[config.mk]
export PLATFORM = sky130hd
export DESIGN_NAME = dma_ctrl_end_flat
export DESIGN_NICKNAME = d
export VERILOG_FILES = /design/src/logic/dma_data_irq_pkg.sv /design/src/logic/dma_data_irq_if.sv /design/src/logic/dma_ctrl_end.sv /design/src/flat_wrapper.sv
export SDC_FILE = /design/constraint.sdc
export NUM_CORES = 1
export LEC_CHECK = 0
export ABC_AREA = 1
export BUFFER_PORTS_ARGS = -buffer_cell sky130_fd_sc_hd__buf_2
export CAP_MARGIN = 20
export CORE_UTILIZATION = 50
export CTS_CLUSTER_DIAMETER = 80
export DETAILED_ROUTE_END_ITERATION = 6
export GPL_TIMING_DRIVEN = 0
export MAX_ROUTING_LAYER = met4
export PLACE_DENSITY = 0.93
export SYNTH_ARGS = -nofsm -noshare
export SYNTH_HDL_FRONTEND = slang
export SYNTH_SLANG_ARGS = --single-unit
[constraint.sdc]
create_clock -name clk -period 1.97 [get_ports clk]
set_clock_uncertainty 0.15 [all_clocks]
set_input_delay 0 -clock clk [delete_from_list [all_inputs] [get_ports clk]]
set_output_delay 0 -clock clk [all_outputs]
set_load 0.005 [all_outputs]
[src/logic/dma_data_irq_pkg.sv]
// Summary of operation
// - controller drives write lines under grant
// - line 00 is data MSB
// - write line 16 makes odd parity
// - memory checks store parity, returns flag
// - parity optional unless flag is used
// - read data valid during valid strobe
// - read parity valid on later variant only
// - request held low until recognised
// - on recognise drop request, save status
// - eight request and recognise pairs
// - recognise low while fetching trap instruction
// - early variant: status bit 8 zero
// - later variant: status bit 12 one
// - valid strobe low exactly one clock
// - capture write data at store pulse end
// - grant enables controller write drivers
package dma_data_irq_pkg;
  localparam int LINE_W = 17;
  localparam int WORD_W = 16;
  localparam int PAR_POS = 16;
  localparam int CH_N = 8;
  localparam int ST_W = 16;
  localparam int EARLY_MASK_BIT = 8;
  localparam int LATE_ENABLE_BIT = 12;
  localparam int FETCH_LATENCY = 2;
  localparam logic [LINE_W-1:0] LINES_IDLE = 17'h1FFFF;
  localparam logic [WORD_W-1:0] WORD_RST = 16'h0000;

  // bus line 00 is the word's MSB: reverse bit order
  function automatic logic [WORD_W-1:0] lines_to_word(input logic [LINE_W-1:0] l);
    logic [WORD_W-1:0] w;
    w = '0;
    for (int i = 0; i < WORD_W; i++)
    begin
      w[WORD_W-1-i] = l[i];
    end
    return w;
  endfunction

  function automatic logic [LINE_W-1:0] word_to_lines(input logic [WORD_W-1:0] w,
                                                     input logic par);
    logic [LINE_W-1:0] l;
    l = '0;
    for (int i = 0; i < WORD_W; i++)
    begin
      l[i] = w[WORD_W-1-i];
    end
    l[PAR_POS] = par;
    return l;
  endfunction
endpackage

[src/logic/dma_data_irq_if.sv]
`timescale 1ns/1ns
interface dma_data_irq_if;
  import dma_data_irq_pkg::*;
  logic [LINE_W-1:0] writeLines;
  logic writeLinesOe_n;
  logic storePulse_n;
  logic fetchPulse_n;
  logic [LINE_W-1:0] readLines;
  logic readValidStrobe_n;
  logic writeParityFlag_n;
  logic [CH_N-1:0] irqReq_n;
  logic [CH_N-1:0] irqAck_n;

  modport memory_end (
    input writeLines,
    input writeLinesOe_n,
    input storePulse_n,
    input fetchPulse_n,
    output readLines,
    output readValidStrobe_n,
    output writeParityFlag_n,
    input irqReq_n,
    output irqAck_n
  );

  modport ctrl_end (
    output writeLines,
    output writeLinesOe_n,
    output storePulse_n,
    output fetchPulse_n,
    input readLines,
    input readValidStrobe_n,
    input writeParityFlag_n,
    output irqReq_n,
    input irqAck_n
  );
endinterface

[src/logic/dma_ctrl_end.sv]
`timescale 1ns/1ns
module dma_ctrl_end
  import dma_data_irq_pkg::*;
(
  input wire logic clk,
  input wire logic rst_n,
  dma_data_irq_if.ctrl_end bus,
  input wire logic [2:0] chanSel,
  input wire logic grant_n,
  input wire logic storeReq,
  input wire logic fetchReq,
  input wire logic [WORD_W-1:0] writeWord,
  input wire logic irqRaise,
  input wire logic [WORD_W-1:0] statusWord,
  output logic [WORD_W-1:0] readWord,
  output logic readValid,
  output logic parityError,
  output logic [WORD_W-1:0] savedStatus,
  output logic statusSaved
);
  logic [LINE_W-1:0] wl_reg, wl_next;
  logic oe_reg, oe_next;
  logic store_reg, store_next;
  logic fetch_reg, fetch_next;
  logic pend_reg, pend_next;
  logic [WORD_W-1:0] rd_reg, rd_next;
  logic rv_reg, rv_next;
  logic pe_reg, pe_next;
  logic storeWait_reg, storeWait_next;
  logic flagDue_reg, flagDue_next;
  logic [CH_N-1:0] req_reg, req_next;
  logic [WORD_W-1:0] st_reg, st_next;
  logic ss_reg, ss_next;

  // ----------------------------------------
  // data path
  // ----------------------------------------
  always_comb
  begin
    wl_next = wl_reg;
    oe_next = grant_n;
    store_next = 1'b1;
    fetch_next = 1'b1;
    if (!grant_n && storeReq)
    begin
      wl_next = word_to_lines(writeWord, ~(^writeWord));
      store_next = 1'b0;
    end
    else if (!grant_n && fetchReq)
    begin
      fetch_next = 1'b0;
    end
    pend_next = pend_reg;
    if (!fetch_reg)
    begin
      pend_next = 1'b1;
    end
    rd_next = rd_reg;
    rv_next = 1'b0;
    if (pend_reg && !bus.readValidStrobe_n)
    begin
      rd_next = lines_to_word(bus.readLines);
      rv_next = 1'b1;
      pend_next = !fetch_reg;
    end
    // flag is registered two cycles after the store pulse: look one cycle later
    storeWait_next = !store_reg;
    flagDue_next = storeWait_reg;
    pe_next = pe_reg;
    if (flagDue_reg && !bus.writeParityFlag_n)
    begin
      pe_next = 1'b1;
    end
    else if (!store_reg)
    begin
      pe_next = 1'b0;
    end
  end

  always_ff @(posedge clk or negedge rst_n)
  begin
    if (!rst_n)
    begin
      wl_reg <= LINES_IDLE;
      oe_reg <= 1'b1;
      store_reg <= 1'b1;
      fetch_reg <= 1'b1;
      pend_reg <= 1'b0;
      rd_reg <= WORD_RST;
      rv_reg <= 1'b0;
      pe_reg <= 1'b0;
      storeWait_reg <= 1'b0;
      flagDue_reg <= 1'b0;
    end
    else
    begin
      wl_reg <= wl_next;
      oe_reg <= oe_next;
      store_reg <= store_next;
      fetch_reg <= fetch_next;
      pend_reg <= pend_next;
      rd_reg <= rd_next;
      rv_reg <= rv_next;
      pe_reg <= pe_next;
      storeWait_reg <= storeWait_next;
      flagDue_reg <= flagDue_next;
    end
  end

  // ----------------------------------------
  // interrupt request
  // ----------------------------------------
  always_comb
  begin
    req_next = req_reg;
    st_next = st_reg;
    ss_next = 1'b0;
    if (!bus.irqAck_n[chanSel] && !req_reg[chanSel])
    begin
      req_next[chanSel] = 1'b1;
      st_next = statusWord;
      ss_next = 1'b1;
    end
    else if (irqRaise)
    begin
      req_next[chanSel] = 1'b0;
    end
  end

  always_ff @(posedge clk or negedge rst_n)
  begin
    if (!rst_n)
    begin
      req_reg <= '1;
      st_reg <= WORD_RST;
      ss_reg <= 1'b0;
    end
    else
    begin
      req_reg <= req_next;
      st_reg <= st_next;
      ss_reg <= ss_next;
    end
  end

  assign bus.writeLines = wl_reg;
  assign bus.writeLinesOe_n = oe_reg;
  assign bus.storePulse_n = store_reg;
  assign bus.fetchPulse_n = fetch_reg;
  assign bus.irqReq_n = req_reg;
  assign readWord = rd_reg;
  assign readValid = rv_reg;
  assign parityError = pe_reg;
  assign savedStatus = st_reg;
  assign statusSaved = ss_reg;
endmodule

[src/flat_wrapper.sv]
// flat-port wrapper written by rule: the top's interface ports become plain ports
module dma_ctrl_end_flat import dma_data_irq_pkg::*;
  (clk, rst_n, chanSel, grant_n, storeReq, fetchReq, writeWord, irqRaise, statusWord, readWord, readValid, parityError, savedStatus, statusSaved, bus_writeLines, bus_writeLinesOe_n, bus_storePulse_n, bus_fetchPulse_n, bus_readLines, bus_readValidStrobe_n, bus_writeParityFlag_n, bus_irqReq_n, bus_irqAck_n);
  dma_data_irq_if bus_i ();
  input wire logic clk;
  input wire logic rst_n;
  input wire logic [2:0] chanSel;
  input wire logic grant_n;
  input wire logic storeReq;
  input wire logic fetchReq;
  input wire logic [WORD_W-1:0] writeWord;
  input wire logic irqRaise;
  input wire logic [WORD_W-1:0] statusWord;
  output logic [WORD_W-1:0] readWord;
  output logic readValid;
  output logic parityError;
  output logic [WORD_W-1:0] savedStatus;
  output logic statusSaved;
  output wire logic [$bits(bus_i.writeLines)-1:0] bus_writeLines;
  output wire logic [$bits(bus_i.writeLinesOe_n)-1:0] bus_writeLinesOe_n;
  output wire logic [$bits(bus_i.storePulse_n)-1:0] bus_storePulse_n;
  output wire logic [$bits(bus_i.fetchPulse_n)-1:0] bus_fetchPulse_n;
  input wire logic [$bits(bus_i.readLines)-1:0] bus_readLines;
  input wire logic [$bits(bus_i.readValidStrobe_n)-1:0] bus_readValidStrobe_n;
  input wire logic [$bits(bus_i.writeParityFlag_n)-1:0] bus_writeParityFlag_n;
  output wire logic [$bits(bus_i.irqReq_n)-1:0] bus_irqReq_n;
  input wire logic [$bits(bus_i.irqAck_n)-1:0] bus_irqAck_n;
  assign bus_writeLines = bus_i.writeLines;
  assign bus_writeLinesOe_n = bus_i.writeLinesOe_n;
  assign bus_storePulse_n = bus_i.storePulse_n;
  assign bus_fetchPulse_n = bus_i.fetchPulse_n;
  assign bus_i.readLines = bus_readLines;
  assign bus_i.readValidStrobe_n = bus_readValidStrobe_n;
  assign bus_i.writeParityFlag_n = bus_writeParityFlag_n;
  assign bus_irqReq_n = bus_i.irqReq_n;
  assign bus_i.irqAck_n = bus_irqAck_n;
  dma_ctrl_end u_core (.clk(clk), .rst_n(rst_n), .bus(bus_i), .chanSel(chanSel), .grant_n(grant_n), .storeReq(storeReq), .fetchReq(fetchReq), .writeWord(writeWord), .irqRaise(irqRaise), .statusWord(statusWord), .readWord(readWord), .readValid(readValid), .parityError(parityError), .savedStatus(savedStatus), .statusSaved(statusSaved));
endmodule
Word-level counts from Yosys, hierarchy flattened

Cells that the tools add are included.

Register bits: 66
Input port bits: 68
Output and inout bits: 63
Word-level logic and storage cells: 53

Order comparisons: 2
Eq/ne operators: 2
Muxes and demuxes: 17
Bitwise logic cells: 4
Reduce and logical (&&, ||, !) cells: 15

Operators by type and width:

| operator             | count |
|---|---|
| $mux W8              | 2 |
| $reduce_xor A16 Y1   | 1 |
| $mux W1              | 12 |
| $and A8 B8 Y8        | 1 |
| $not A8 Y8           | 1 |
| $or A8 B8 Y8         | 1 |
| $logic_not A1 Y1     | 7 |
| $bmux W1 S3          | 2 |
| $logic_and A1 B1 Y1  | 6 |
| $lt A3 B4 Y1 const B | 1 |
| $ne A2 B2 Y1 const B | 2 |
| $demux W1 S3         | 1 |
| $ge A3 B1 Y1 const B | 1 |
| $reduce_bool A2 Y1   | 1 |
| $not A1 Y1           | 1 |

Longest topological paths before layout

Word-level depth: 8
Gate-level depth with buffers: 11
Gate-level depth less buffers: 10

Least setup slack after synthesis

OpenSTA, ideal clock, no wires.

Path kind: reg2reg
From: register (tool-made name)
To: register u_core.st_reg[0] (netlist: u_core.savedStatus[0])
Setup time: 0.116 ns
Arrival time: 1.105 ns
Data required time: 1.704 ns
Path slack: 0.599 ns
Stages on the path, launching flop included: 9
Path buffers: 1
Clock period less this slack: 1.371 ns
Path through: dfstp_2 -> nor2_1 -> o22ai_1 -> nor2_1 -> nand2_2 -> inv_2 -> buf_6 -> nand2_1 -> nand2_1

RTL lines:

| what                 | line                | RTL |
|---|---|---|
| end signal, assigned | dma_ctrl_end.sv:141 | `st_reg <= st_next;` |
| end, declared        | dma_ctrl_end.sv:32  | `logic [WORD_W-1:0] st_reg, st_next;` |

==> impl_results.md <==
- Unrepaired setup endpoints after global routing: no
- Pin count of the biggest net entering global routing: 38
- DIE AREA: 6150 µm²
- Clock sink total: 66
- TritonCTS clock tree: yes
- Initial detailed-routing violation count: 129
- Dpl hpwl: 5130 µm
- Num CTS Buffers: 9
- Required @ worst endpoint: 2.08 ns
- Gpl congestion: 0.817
- Number of global-route vias before repair: 3441
- Row cnt: 27
- Routed vias/inst: 4.96
- Peak VDD IR: 0.538 mV
- WS Path Type: in -> reg
- Top fanout value on the critical path: 5
- Combinational share of power: 0.267
- Tot GR Track Use: 0.334
- Final period utilization: 0.967
- Area Overhead vs Synth: 57.8%
- Final ANT Viol Nets: 0
- Grt total ovfl: 0
- Post-synthesis cell area: 2920 µm²
- Rel. slew slack: 0.566
- Die Y-Extent: 78.4 µm
- Pwr per Cell Area: 923 nW/µm²
- P_leak: 0.00254 µW
- Std-Cell Core Area: 5570 µm²
- Max-slew violations: 0
- Number of synthesized register bits: 66
- Worst hold path type: in -> async
- Longest Clk Path Bufs: 2
- Starting Density: 0.524
- F_max: 525 MHz
- Reg power frac: 0.446
- Psw: 1240 µW
- Syn Area/Cell: 7.81 µm²
- Setup bufs post-CTS: 0
- Clock power frac: 0.287
- Endpoints failing hold: 0
- CP endpoint kind: register
- # port buffers: 129
- Slew @ Worst Pin: 0.651 ns
- Sequential-to-total area share from yosys stat: 0.578
- Antenna cell count: 0
- Htree depth: 3
- Die Wd: 78.4 µm
- Worst-skew pair later-pin latency: 0.33 ns
- Internal Pwr Total: 3010 µW
- Ys Warns: 0
- Most frequent cells in the layout: nand2_1, buf_2, dlygate4sd3_1, dfrtp_1, dfstp_2
- Synth cell types: 15
- Final Critical Period: 1.90 ns
- Antenna violations before repair: 0
- Status: finished, final reports clean
- WP data arrival: 2.02 ns
- Nets: 654
- Critical Path Start Type: input port
- Post-Synthesis Cells: 374
- Vias: 3289
- Final wirelength: 9260 µm
- Clock Pin Slew Worst Setup and Hold Paths: 0.07 ns
- CP peak stage delay: 0.58 ns
- Final Setup Violations: 0
- CP cell instances: dlygate4sd3_1 -> buf_2 -> nand2_2 -> nor2_2 -> o21ai_0 -> o21ai_1 -> nor2_1 -> nand2_2 -> dlygate4sd3_1 -> o21ai_1
- Clock tree root driver cell: clkbuf_8
- FF-to-FF setup slack: 0.12 ns
- Routed WL per cell: 14.0 µm
- CP max-delay cell: dlygate4sd3_1
- Post-route setup TNS: 0 ns
- # DRC: 0
- I/O pin count: 131
- Commonest non-fill, non-tap cell in the layout: nand2_1
- Share of cells above drive strength 1: 0.308
- Area after DPL: 3680 µm²
- Max cap viols: 0
- Final instance area: 4610 µm²
- First-pass GRT wire length: 15200 µm
- Switching Fraction: 0.292
- R2R cell count: 6
- Synth Net Count: 442
- TritonRoute pass-1 iters: 5
==> power by group through the flow <==
stage,combinational (µW),clock (µW),sequential (µW)
5_1_grt,1270,1300,1940
6_report,1140,1220,1900
3_5_place_dp,973,0,1900
4_1_cts,1090,1240,1880
3_3_place_gp,921,0,1890
2_1_floorplan,423,0,1930
==> what timing repair did <==
| item | in CTS | in global routing |
|---|---|---|
| resized for setup | 0 | 6 |
| hold endpoints to repair | 90 | 0 |
| hold buffers | 71 | 0 |
| setup endpoints to repair | 0 | 1 |
==> stage by stage <==
| stage | cells | total power (µW) | hold slack, ns | utilization | setup WS (ns) |
|---|---|---|---|---|---|
| after floorplan | 374 | 2350 | -0.446 | - | 0.599 |
| after global placement | 575 | 2810 | -0.0243 | 0.656 | 0.472 |
| after detailed placement | 576 | 2870 | -0.0837 | 0.659 | 0.449 |
| after global routing | 663 | 4500 | 0.127 | 0.827 | 0.00125 |
| final | 663 | 4250 | 0.0823 | 0.827 | 0.0654 |
| after CTS | 663 | 4210 | 0.0903 | 0.825 | 0.115 |
==> synth_stat cells (all sizes together) <==
cell	count	area [µm²]
buf	4	37.5
clkbuf	5	18.8
dfrtp	38	951
dfstp	28	736
inv	28	105
nand2	217	817
nand3	4	20.0
nor2	16	62.6
o21ai	32	160
o22ai	2	12.5
==> cells by family (layout without fill, tap and decap cells) <==
logic type,count (synthesis),in the layout,share of synthesized area
AND/OR/NAND/NOR,237,237,0.308
buffers and inverters,37,254,0.0553
AO/OA/AOI/OAI,34,34,0.0591
flip-flops,66,66,0.578
==> worst max path at each step <==
stage,cells past startpoint,end,slack [ns],start
finish,10,register,0.07,chanSel[2]
global route,10,register,0.001,chanSel[2]
CTS,10,register,0.12,chanSel[0]
detailed placement,6,u_core.readWord[9]$_DFFE_PN0P_,0.45,u_core.pend_reg$_DFFE_PN0P_
global placement,6,u_core.readWord[14]$_DFFE_PN0P_,0.47,u_core.pend_reg$_DFFE_PN0P_
floorplan,8,u_core.savedStatus[0]$_DFFE_PN0P_,0.60,register
==> routing by layer <==
layer	up-vias	GRT usage	share of wire
met5	-	-	0
met4	0	0.224	0.053
met3	54	0.0605	0.058
met2	168	0.596	0.53
met1	1504	0.331	0.36
li1	1563	-	-
==> critical path, delay by kind of cell <==
| kind | cells | cell delay (ns) |
|---|---|---|
| and+or+nand+nor | 4 | 0.35 |
| AOI/OAI and AO/OA | 3 | 0.35 |
| buffers and inverters | 3 | 1.31 |
==> area by class of cell <==
cell class | instances | area, µm²
sequential | 66 | 1690
timing repair buffer | 201 | 1380
multi-input combinational | 271 | 1080
fill | 322 | 965
clock buffer | 14 | 153
inverter | 28 | 108
tap | 72 | 90.1
clock inverter | 2 | 60.1
buffer | 9 | 56.3
No activity file was read; power rests on OpenSTA's default activity.
